--- src/hdl/sas_defines.svh ---
// Constants of the converter sequencer: reset values and timing counts
`ifndef SAS_DEFINES_SVH
`define SAS_DEFINES_SVH

// Converter clock cycles, counted in half cycles
`define SAS_HALF_NORMAL 8'd26
`define SAS_HALF_FIRST 8'd50
`define SAS_HALF_AUTO 8'd27
`define SAS_SH_NORMAL 8'd3
`define SAS_SH_FIRST 8'd27
`define SAS_SH_AUTO 8'd4
// Trigger synchroniser length in CPU cycles
`define SAS_SYNC_CYCLES 2'd3
// Source index meaning free running
`define SAS_SRC_FREE 3'h0
`define SAS_RST_DIV 3'h0
`define SAS_RST_RESULT 10'h000

`endif

--- src/hdl/sas_pkg.sv ---
// Types of the converter sequencer
package sas_pkg;
  typedef enum logic [1:0] {
    SAS_IDLE,
    SAS_WAIT,
    SAS_CONV
  } sas_state_e;
  typedef enum logic [1:0] {
    SAS_KIND_NORMAL,
    SAS_KIND_FIRST,
    SAS_KIND_AUTO
  } sas_kind_e;
endpackage

--- src/hdl/sas_fifo.sv ---
// Result FIFO with valid/ready on both sides
`timescale 1ns/10ps
module sas_fifo #(
  parameter int WIDTH = 10,
  parameter int DEPTH = 16
) (
  input wire logic i_clk,
  input wire logic i_rst,
  input wire logic i_in_valid,
  output logic o_in_ready,
  input wire logic [WIDTH-1:0] i_in_data,
  output logic o_out_valid,
  input wire logic i_out_ready,
  output logic [WIDTH-1:0] o_out_data
);
  localparam int AW = $clog2(DEPTH);
  logic [WIDTH-1:0] mem_q [DEPTH];
  logic [AW-1:0] wr_q;
  logic [AW-1:0] rd_q;
  logic [AW:0] cnt_q;
  wire push = i_in_valid && o_in_ready;
  wire pop = o_out_valid && i_out_ready;

  assign o_in_ready = (cnt_q != DEPTH[AW:0]);
  assign o_out_valid = (cnt_q != '0);
  assign o_out_data = mem_q[rd_q];

  always_ff @(posedge i_clk) begin
    if (push) begin
      mem_q[wr_q] <= i_in_data;
    end
  end

  always_ff @(posedge i_clk) begin
    if (i_rst) begin
      wr_q <= '0;
      rd_q <= '0;
      cnt_q <= '0;
    end else begin
      if (push) begin
        wr_q <= (wr_q == AW'(DEPTH - 1)) ? '0 : wr_q + 1'b1;
      end
      if (pop) begin
        rd_q <= (rd_q == AW'(DEPTH - 1)) ? '0 : rd_q + 1'b1;
      end
      cnt_q <= cnt_q + {{AW{1'b0}}, push} - {{AW{1'b0}}, pop};
    end
  end
endmodule

--- src/hdl/sas_sequencer.sv ---
// Successive approximation converter sequencer: prescaler, starts, timing, result lock
`timescale 1ns/10ps
`include "sas_defines.svh"
module sas_sequencer #(
  parameter int RES_W = 10,
  parameter int FIFO_DEPTH = 16,
  parameter int NSRC = 8
) (
  input wire logic i_clk,
  input wire logic i_rst,
  // Control bits
  input wire logic i_conv_power_reduce,
  input wire logic i_conv_enable,
  input wire logic i_conv_start_set,
  input wire logic i_auto_trigger_enable,
  input wire logic [2:0] i_trigger_source_select,
  input wire logic [NSRC-1:0] i_trig_sources,
  input wire logic [2:0] i_clock_divider_select,
  input wire logic i_result_left_align,
  input wire logic [1:0] i_reference_select,
  input wire logic [3:0] i_channel_select,
  input wire logic i_irq_enable,
  input wire logic i_flag_clear,
  input wire logic i_irq_ack,
  input wire logic i_read_low,
  input wire logic i_read_high,
  // Analog core
  input wire logic i_cmp_result_valid,
  input wire logic [RES_W-1:0] i_cmp_result,
  output logic o_conv_running,
  output logic o_sample_hold,
  output logic o_conv_clk,
  output logic [1:0] o_reference_select,
  output logic [3:0] o_channel_select,
  // Status
  output logic o_conv_start,
  output logic o_conv_complete_flag,
  output logic o_irq,
  output logic [7:0] o_result_high_byte,
  output logic [7:0] o_result_low_byte,
  output logic o_result_dropped,
  // Result stream
  output logic o_res_valid,
  input wire logic i_res_ready,
  output logic [RES_W-1:0] o_res_data
);
  logic [6:0] pre_q;
  logic [6:0] pre_d;
  logic conv_clk_q;
  sas_pkg::sas_state_e st_q;
  sas_pkg::sas_kind_e kind_q;
  logic [7:0] half_q;
  logic first_q;
  logic start_q;
  logic flag_q;
  logic lock_q;
  logic drop_q;
  logic [7:0] hi_q;
  logic [7:0] lo_q;
  logic [1:0] ref_q;
  logic [3:0] ch_q;
  logic sh_q;
  logic irq_q;
  logic [2:0] trig_sync_q;
  logic trig_prev_q;
  logic flag_prev_q;
  logic [RES_W-1:0] res_q;
  logic res_push_q;
  logic fifo_in_ready;

  // ==========================================
  // Prescaler
  wire active = i_conv_enable && !i_conv_power_reduce;
  // Ratio 2^sel, with select 0 and 1 both dividing by two
  wire [2:0] div_shift = 3'h7 - i_clock_divider_select;
  wire [6:0] div_mask =
      (i_clock_divider_select <= 3'h1) ? 7'h01 : 7'(7'h7F >> div_shift);
  wire [6:0] half_mask = 7'(div_mask >> 1);
  // Trigger edge source, synchronised over three CPU cycles
  wire sel_trig = i_trig_sources[i_trigger_source_select];
  wire trig_s = trig_sync_q[2];
  wire trig_rise = trig_s && !trig_prev_q;
  wire free_mode = i_auto_trigger_enable && (i_trigger_source_select == `SAS_SRC_FREE);
  wire auto_rise = i_auto_trigger_enable && !free_mode && trig_rise;
  wire pre_wrap = (pre_q & div_mask) == div_mask;
  // Half converter cycle tick: prescaler midpoint or wrap
  wire tick_rise = pre_wrap;
  wire tick_half = (pre_q & div_mask) == half_mask;
  wire tick = tick_rise || tick_half;
  wire [7:0] total_half = (kind_q == sas_pkg::SAS_KIND_FIRST) ? `SAS_HALF_FIRST :
      (kind_q == sas_pkg::SAS_KIND_AUTO) ? `SAS_HALF_AUTO : `SAS_HALF_NORMAL;
  wire [7:0] sh_half = (kind_q == sas_pkg::SAS_KIND_FIRST) ? `SAS_SH_FIRST :
      (kind_q == sas_pkg::SAS_KIND_AUTO) ? `SAS_SH_AUTO : `SAS_SH_NORMAL;
  wire done = (st_q == sas_pkg::SAS_CONV) && tick && (half_q == total_half - 8'd1);
  wire last_cycle = (st_q == sas_pkg::SAS_CONV) && (half_q >= total_half - 8'd2);
  wire chain = done && (free_mode || start_q && i_conv_start_set);
  wire [RES_W-1:0] res_val = i_cmp_result_valid ? i_cmp_result : res_q;
  wire [15:0] aligned = i_result_left_align ? {res_val, 6'h00} : {6'h00, res_val};

  // prescaler divide, held reset when off
  assign pre_d = (!active || (st_q == sas_pkg::SAS_IDLE && auto_rise)) ? 7'h00 : pre_q + 7'h01;

  always_ff @(posedge i_clk) begin
    if (i_rst) begin
      pre_q <= 7'h00;
      conv_clk_q <= 1'b0;
      trig_sync_q <= 3'h0;
      trig_prev_q <= 1'b0;
    end else begin
      pre_q <= pre_d;
      conv_clk_q <= active && ((pre_d & div_mask) <= half_mask);
      trig_sync_q <= {trig_sync_q[1:0], sel_trig};
      trig_prev_q <= trig_s;
    end
  end

  // ==========================================
  // Conversion state
  always_ff @(posedge i_clk) begin
    if (i_rst) begin
      st_q <= sas_pkg::SAS_IDLE;
      kind_q <= sas_pkg::SAS_KIND_NORMAL;
      half_q <= 8'h00;
      first_q <= 1'b1;
      start_q <= 1'b0;
      sh_q <= 1'b0;
    end else if (!active) begin
      st_q <= sas_pkg::SAS_IDLE;
      half_q <= 8'h00;
      first_q <= 1'b1;
      start_q <= 1'b0;
      sh_q <= 1'b0;
    end else begin
      sh_q <= (st_q == sas_pkg::SAS_CONV) && tick && (half_q == sh_half - 8'd1);
      case (st_q)
        sas_pkg::SAS_IDLE: begin
          if (i_conv_start_set) begin
            start_q <= 1'b1;
            st_q <= sas_pkg::SAS_WAIT;
          end else if (auto_rise) begin
            start_q <= 1'b1;
            half_q <= 8'h00;
            kind_q <= first_q ? sas_pkg::SAS_KIND_FIRST : sas_pkg::SAS_KIND_AUTO;
            st_q <= sas_pkg::SAS_CONV;
          end
        end
        sas_pkg::SAS_WAIT: begin
          // begin on next converter clock rising edge
          if (tick_rise) begin
            half_q <= 8'h00;
            kind_q <= first_q ? sas_pkg::SAS_KIND_FIRST : sas_pkg::SAS_KIND_NORMAL;
            st_q <= sas_pkg::SAS_CONV;
          end
        end
        sas_pkg::SAS_CONV: begin
          if (tick) begin
            half_q <= half_q + 8'd1;
          end
          if (done) begin
            first_q <= 1'b0;
            half_q <= 8'h00;
            if (chain) begin
              // free running or a start bit still set restarts at once, start stays set
              kind_q <= sas_pkg::SAS_KIND_NORMAL;
            end else begin
              start_q <= 1'b0;
              st_q <= sas_pkg::SAS_IDLE;
            end
          end
        end
        default: begin
          st_q <= sas_pkg::SAS_IDLE;
        end
      endcase
    end
  end

  // ==========================================
  // Selections, result bytes, flag
  always_ff @(posedge i_clk) begin
    if (i_rst) begin
      ref_q <= 2'h0;
      ch_q <= 4'h0;
      flag_q <= 1'b0;
      lock_q <= 1'b0;
      drop_q <= 1'b0;
      hi_q <= 8'h00;
      lo_q <= 8'h00;
      irq_q <= 1'b0;
      res_q <= `SAS_RST_RESULT;
      res_push_q <= 1'b0;
      flag_prev_q <= 1'b0;
    end else begin
      if (active && (st_q != sas_pkg::SAS_CONV || last_cycle)) begin
        ref_q <= i_reference_select;
        ch_q <= i_channel_select;
      end
      if (i_cmp_result_valid) begin
        res_q <= i_cmp_result;
      end
      // low byte read locks, high byte read unlocks
      if (i_read_high) begin
        lock_q <= 1'b0;
      end else if (i_read_low) begin
        lock_q <= 1'b1;
      end
      if (done && !lock_q) begin
        hi_q <= aligned[15:8];
        lo_q <= aligned[7:0];
      end
      drop_q <= done && lock_q;
      res_push_q <= done;
      // flag sets regardless of lock or mask; set beats clear
      if (done) begin
        flag_q <= 1'b1;
      end else if (i_flag_clear || i_irq_ack) begin
        flag_q <= 1'b0;
      end
      flag_prev_q <= flag_q;
      irq_q <= flag_q && i_irq_enable && !i_irq_ack;
    end
  end

  sas_fifo #(
    .WIDTH(RES_W),
    .DEPTH(FIFO_DEPTH)
  ) u_fifo (
    .i_clk(i_clk),
    .i_rst(i_rst),
    .i_in_valid(res_push_q),
    .o_in_ready(fifo_in_ready),
    .i_in_data(res_q),
    .o_out_valid(o_res_valid),
    .i_out_ready(i_res_ready),
    .o_out_data(o_res_data)
  );

  assign o_conv_running = (st_q == sas_pkg::SAS_CONV);
  assign o_sample_hold = sh_q;
  assign o_conv_clk = conv_clk_q;
  assign o_reference_select = ref_q;
  assign o_channel_select = ch_q;
  assign o_conv_start = start_q;
  assign o_conv_complete_flag = flag_q;
  assign o_irq = irq_q;
  assign o_result_high_byte = hi_q;
  assign o_result_low_byte = lo_q;
  assign o_result_dropped = drop_q;
endmodule

--- config.mk ---
export PLATFORM = sky130hd
export DESIGN_NAME = sas_sequencer
export DESIGN_NICKNAME = d
export VERILOG_FILES = /design/src/hdl/sas_pkg.sv /design/src/hdl/sas_fifo.sv /design/src/hdl/sas_sequencer.sv
export VERILOG_INCLUDE_DIRS = /design/src /design/src/hdl
export SDC_FILE = /design/constraint.sdc
export NUM_CORES = 1
export LEC_CHECK = 0
export ABC_AREA = 1
export BUFFER_PORTS_ARGS = -buffer_cell sky130_fd_sc_hd__buf_2
export CAP_MARGIN = 20
export CORE_ASPECT_RATIO = 0.75
export CORE_UTILIZATION = 50
export CTS_CLUSTER_DIAMETER = 120
export DETAILED_ROUTE_END_ITERATION = 8
export PLACE_DENSITY = 0.68
export REMOVE_ABC_BUFFERS = 1
export SYNTH_ARGS = -nofsm -noshare
export SYNTH_HDL_FRONTEND = slang
export SYNTH_HIERARCHICAL = 1
export SYNTH_SLANG_ARGS = --single-unit
export TNS_END_PERCENT = 1
--- constraint.sdc ---
create_clock -name i_clk -period 4.85 [get_ports i_clk]
set_input_delay 0.485 -clock i_clk [delete_from_list [all_inputs] [get_ports i_clk]]
set_output_delay 0.485 -clock i_clk [all_outputs]
set_load 0.05 [all_outputs]
==> impl_results.md, run 1 <==
- DRT iter0 DRCs: 811
- Detailed placement HPWL: roughly 16000 µm
- Maximum vdd ir drop: about 0.0003 V
- IO Port Bufs: 83
- Die area: 0.0226 mm²
- CTS max path bufs: 3
- Reg-to-Reg End: o_conv_clk
- Setup crit end kind: output pin
- Post-CTS Resized: 0
- Rows: 46
- Kind of start point of the critical path: flop
- Die Span Y: approximately 130 µm
- Final critical-path share of the clock period: 69.1%
- Number of diodes: 0
- Leading area contributor after synthesis: edfxtp_1
- Grt ovf: 0
- Worst Hold Path EP: lock_q
- Root buffer cell: clkbuf_16
- CTS tree: built
- Core Region: ~0.021 mm²
- Worst-Margin Slew: 1100 ps
- Die Wd: around 170 µm
- Post-layout util: 58.4%
- Slew Viols, Final: 0
- Post-DRT Antenna Nets: 0
- Worst hold path class: in2reg
- Synth warn: 6
- Sequential Area: roughly 0.0064 mm²
- Outcome: complete, no violations
- Post-synth EDFFs: 160
- Synth async-reset ratio: 0%
- Mean Syn Cell Area: between 9 and 10 µm²
- RSZ-0062 raised after global routing: false
- Worst hold start: i_read_high
- Clk sinks: 241
- Post-detailed-routing wire length: between 20000 and 30000 µm
- Top post-synthesis cells by area: edfxtp_1, dfxtp_1, nand2_1
- First-pass GRT wire length: between 30000 and 40000 µm
- Final Skew: 19.1 ps
- Commonest non-fill, non-tap cell in the layout: nand2_1
- Main flop type after synthesis: edfxtp_1
- TritonCTS buffer count: 24
- Max_slew headroom: roughly a quarter
- Mapped cell area: 0.0110 mm²
- Hold depth: 2
- Min Tclk post-route: between 3000 and 4000 ps
- Final hold violation count: 0
- Via Count: ~8000
- RD Place Congestion: a little over 0.9
- CTS clk-pin slew, worst paths: around 70 ps
- Initial antenna violation count: 0
- Post-placement cell count: about 1500
- Worst setup path class: reg2out
- Lkg Pwr: roughly 5.5 nW
- CP required: approximately 4400 ps
- CTS Hold Bufs: 0
- Area grow syn2layout: 13.5%
- Largest fanout on the critical path: slightly below 60
- Share of layout cells above drive strength 1: a little over an eighth
- Initial Util: 51.5%
- Vias per cell: between 5 and 6
- Setup TNS: 0 ps
- Remaining DRCs: 0
- Avg WL per Cell: roughly 16 µm
- Sequential fraction of the synthesis area: between 50% and 60%
- Worst Reg-to-Reg Cells: 16
- IO Count: 84
- Worst-Skew Late Latency: approximately 520 ps
- Top-area cell type share of the netlist area: 43.7%
- Largest net degree at the start of global routing: 64
- Endpoints failing setup: 0
- Final std cells w/o fill: between 1500 and 2000
- Max Cap Viol: 0
- Final nets: approximately 1400
- CTS H-tree depth: 1
- Hold WS: 114 ps
- GRT Util Overall: between 20% and 30%
- Vias in the first global route: 7600
- Fmax: roughly 0.3 GHz
- Area of the multi-input gates: between 0.003 and 0.004 mm²
- Internal reg-to-reg setup slack: ~2200 ps
- First-pass DRT Iterations: 5
- Yosys reg bits: approximately 240
- Total setup buffers inserted after CTS: 0
- Pwr dens: roughly 420 mW/mm²
- Most frequent cells in the layout: nand2_1, edfxtp_1, inv_1, nor2_1, nand3_1
- Post-Synthesis Cells: 1205
- Reg2reg start: st_q[1]
- Post-synth cell types: 48
- # fillers: around 1800
- CP arrival: between 2000 and 3000 ps
-- power breakdown --
part | internal (mW) | switching (mW) | leakage [nW]
registers | 2.23 | 0.0764 | 2.15
logic | 0.291 | 0.704 | 2.89
clock network | 1.17 | 0.768 | 0.409
total | 3.69 | 1.55 | 5.45
-- area by class of cell --
class | instances | area share, %
clock buffer | 34 | 5.60
clock inverter | 10 | 1.16
inverter | 148 | 4.49
multi-input combinational | 774 | 30.1
sequential | 241 | 51.5
tap | 288 | 2.89
timing repair buffer | 98 | 4.26
-- cell usage after synthesis, types with 3 or more instances --
master,instances
or2_2,7
nor2_2,3
inv_1,142
nand2_4,3
nor2_4,3
xor2_1,9
or2_1,14
edfxtp_1,160
nor2_1,139
dfxtp_1,81
buf_4,7
nand2_1,316
o21ai_1,5
or2_0,3
buf_6,6
o211ai_1,8
nand3_1,123
clkbuf_1,14
a21oi_1,19
nand2_2,5
mux2i_1,8
o21ai_0,45
inv_2,3
nand4_1,8
ha_1,24
buf_2,15
nor3_1,10
-- logic make-up (layout without fill, tap and decap cells) --
| family | Yosys count | after routing | synth area share (%) |
|---|---|---|---|
| AOI/OAI and AO/OA | 88 | 88 | 4.50 |
| adders and majority gates | 25 | 25 | 2.91 |
| DFF | 241 | 241 | 58.5 |
| buffers and inverters | 190 | 290 | 7.35 |
| xor gates and xnor gates | 11 | 11 | 0.877 |
| muxes | 8 | 8 | 0.729 |
| and+or+nand+nor | 642 | 642 | 25.2 |
-- how the worst max path moves through the flow --
stage | slack [ps] | to | startpoint
final | 1500 | o_res_data[8] | flop
after global routing | 1270 | o_res_data[0] | flop
after CTS | 1490 | o_res_data[8] | flop
after detailed placement | 2040 | o_res_data[8] | flop
after global placement | 2090 | o_res_data[8] | flop
after floorplan | 1140 | o_res_data[0] | flop
-- routing by layer --
metal / vias to the layer above / routed length (µm) / global-route usage (%)
met2: 273 / 10700 / 35.0
met5: - / 0 / 0
met4: 0 / 393 / 4.84
li1: 4090 / - / -
met1: 3746 / 11900 / 32.9
met3: 32 / 2170 / 3.85
-- per-stage QoR --
| step | setup WS (ps) | instance area [µm²] | total power [mW] |
|---|---|---|---|
| after CTS | 1490 | 12500 | 5.27 |
| after global routing | 1270 | 12500 | 5.47 |
| final | 1500 | 12500 | 5.24 |
| after detailed placement | 2040 | 11600 | 3.34 |
| after floorplan | 1140 | 10700 | 3.06 |
| after global placement | 2090 | 11600 | 3.32 |
-- flip-flops by register name (all words and copies together) (netlist names), 5 cells and up, named ones only --
| signal | flops |
|---|---|
| half_q | 8 |
| res_q | 10 |
| o_result_low_byte | 8 |
| pre_q | 7 |
| o_result_high_byte | 8 |
| u_fifo/mem_q | 160 |
| u_fifo/cnt_q | 5 |
-- critical path: stages, from the launching register on --
cell and delay (ps):
dfxtp_2 810, buf_4 620, or2_1 190, nand3_1 70, nand3_1 110, nand3_1 100
nand2_1 140, buf_2 300
No activity file was read; power rests on OpenSTA's default activity.
==> run 2, diff against run 1 <==
==> constraint.sdc (replaced) <==
create_clock -name i_clk -period 3.3 [get_ports i_clk]
set_input_delay 0.33 -clock i_clk [delete_from_list [all_inputs] [get_ports i_clk]]
set_output_delay 0.33 -clock i_clk [all_outputs]
set_load 0.05 [all_outputs]
==> run 2 against run 1 <==
- wire length barely moved
- core utilization rose by 0.39 points
- design area rose by 0.66%
- non-clock buffer count rose by 13
- sequential power rose by 46%
- flip-flop and latch count did not move
- register-to-register slack got worse by 1500 ps
- largest power group unchanged
==> impl_results.md, run 2 (synthesis gave the netlist of run 1 again) <==
- Min Tclk post-route: around 2700 ps
- DRT iter0 DRCs: approximately 650
- Worst-Margin Slew: ~800 ps
- Initial Util: around half
- RSZ-0062 raised after global routing: false
- Final critical-path share of the clock period: 81.6%
- Detailed placement HPWL: ~17000 µm
- CP max stage cell: inv_4
- Final std cells w/o fill: between 1500 and 2000
- Vias per cell: 5.15
- Commonest non-fill, non-tap cell in the layout: nand2_1
- Final nets: 1369
- Final Instance Area: approximately 0.013 mm²
- Endpoints failing setup: 0
- Worst hold path class: in2reg
- Most frequent cells in the layout: nand2_1, edfxtp_1, inv_1, nor2_1, nand3_1
- Placed cell area: about 0.012 mm²
- Post-DRT Antenna Nets: 0
- Avg WL per Cell: 15.6 µm
- Switching share of power: about 30%
- Slew Viols, Final: 0
- Lkg Pwr: between 5 and 6 nW
- TritonCTS buffer count: 24
- CTS tree: built
- # fillers: approximately 1800
- Max Cap Viol: 0
- CP arrival: between 2000 and 2500 ps
- CTS max path bufs: 3
- Root buffer cell: clkbuf_16
- Setup crit end kind: output pin
- CTS H-tree depth: 1
- Total setup buffers inserted after CTS: 0
- IO Port Bufs: between 80 and 90
- Crit path buffers/inverters: 2
- Vias in the first global route: between 7000 and 8000
- Core Region: roughly 0.021 mm²
- Largest net degree at the start of global routing: approximately 100
- Maximum vdd ir drop: roughly 0.00036 V
- Via Count: between 8000 and 9000
- Worst setup path class: reg2out
- Clk sinks: 241
- Post-layout util: 58.8%
- Initial antenna violation count: 0
- Worst-Skew Late Latency: 530 ps
- Post-detailed-routing wire length: 25100 µm
- Largest register FFs: between 150 and 200
- Max_slew headroom: 46.3%
- Slowest Stage Delay on Critical Path: between 400 and 500 ps
- Clock power share: 35.5%
- Critical path, cell by cell: inv_4 > nand2_1 > nand2_1 > nand2_1 > nand3_1 > nand3_1 > nand2_1 > buf_2
- Area grow syn2layout: 14.3%
- Remaining DRCs: 0
- Biggest regs: u_fifo/mem_q: 160 flops, res_q: 10 flops
- Internal: around 5.4 mW
- Kind of start point of the critical path: flop
- Fmax: around 0.37 GHz
- Die Wd: ~170 µm
- Final Skew: approximately 26 ps
- First-pass GRT wire length: around 40000 µm
- Die Span Y: 130 µm
- CP delay by family, top: buffers and inverters
- Flop pwr share: a little over two fifths
- Rows: 46
- CP dominant cell by count: nand2_1
- Post-placement cell count: about 1600
- Largest Register: u_fifo/mem_q
- Final hold violation count: 0
- RD Place Congestion: 0.904
- IO Count: 84
- Largest fanout on the critical path: 63
- Share of layout cells above drive strength 1: a little over an eighth
- First-pass DRT Iterations: 5
- Die area: 0.0226 mm²
- Pwr dens: approximately 610 mW/mm²
- Grt ovf: 0
- CP required: 2970 ps
- Net switching power figure: 2.32 mW
- Number of diodes: 0
- Outcome: complete, no violations
- GRT Util Overall: a little under a quarter
- CTS clk-pin slew, worst paths: 60 ps
- Combinational Power Share: between 20% and 30%
run 2: cell count changes in the layout (fill, tap and decap cells not counted), sizes merged:
cell	previous run	this run
bufinv	3	2
clkbuf	34	33
buf	98	108
clkinvlp	2	0
clkinv	6	10
dlygate4sd3	0	3
run 2: worst paths after layout:
| path | from | end | slack [ps] | cells after the start |
|---|---|---|---|---|
| max | flop | o_res_data[2] | 610 | 8 |
| min | i_irq_enable | o_irq | 30 | 3 |
| max reg2reg | st_q[0] | o_conv_clk | 760 | 16 |
| min reg2reg | trig_sync_q[1] | trig_sync_q[2] | 430 | 2 |
run 2: metrics by stage:
| stage | setup TNS (ps) | hold slack (ps) | total power [mW] | setup slack (ps) |
|---|---|---|---|---|
| 4_1_cts | 0 | 15.9 | 7.72 | 657 |
| 3_3_place_gp | 0 | 399 | 4.98 | 868 |
| 3_5_place_dp | 0 | 402 | 5.00 | 774 |
| 6_report | 0 | 34.3 | 7.68 | 608 |
| 5_1_grt | 0 | 49.0 | 8.02 | 500 |
| 2_1_floorplan | -1370 | 388 | 4.50 | -258 |
run 2: power by group through the flow:
| stage | clock, mW | sequential (mW) | combinational, mW |
|---|---|---|---|
| after CTS | 2.77 | 3.37 | 1.58 |
| after global placement | 0 | 3.43 | 1.55 |
| after global routing | 2.87 | 3.38 | 1.77 |
| after floorplan | 0 | 3.50 | 1.01 |
| after detailed placement | 0 | 3.43 | 1.57 |
| final | 2.72 | 3.37 | 1.59 |
run 2: final cells by class:
class	instances	area [µm²]	share of cell area, %
clock buffers	33	686	5.46
clock inverters	11	114	0.906
inverters	148	561	4.46
multi-input cells	774	3750	29.9
flip-flops and latches	241	6430	51.2
well taps	288	360	2.87
repair buffers	111	658	5.24
run 2: worst reg2reg max path: stages (launching register included):
cell and delay (ps):
dfxtp_1 340, inv_1 100, ha_1 220, inv_1 80
o21ai_1 340, inv_1 190, o21ai_0 110, a21o_1 120
nor2_1 50, ha_1 290, inv_1 50, nor3_1 130
a211oi_1 70, nand2_1 70, nand3_1 70, a21oi_1 120
nor2_1 50
run 2: metal layers:
metal	vias to the layer above	track usage, %	routed length [µm]
li1	4114	-	-
met1	3777	33.9	12200
met2	332	34.6	10400
met3	44	3.15	1890
met4	0	6.30	579
met5	-	0	0
run 2: what timing repair did:
item,CTS,global route
endpoints found under the hold margin,3,0
gates resized for setup,0,0
hold buffers,3,0
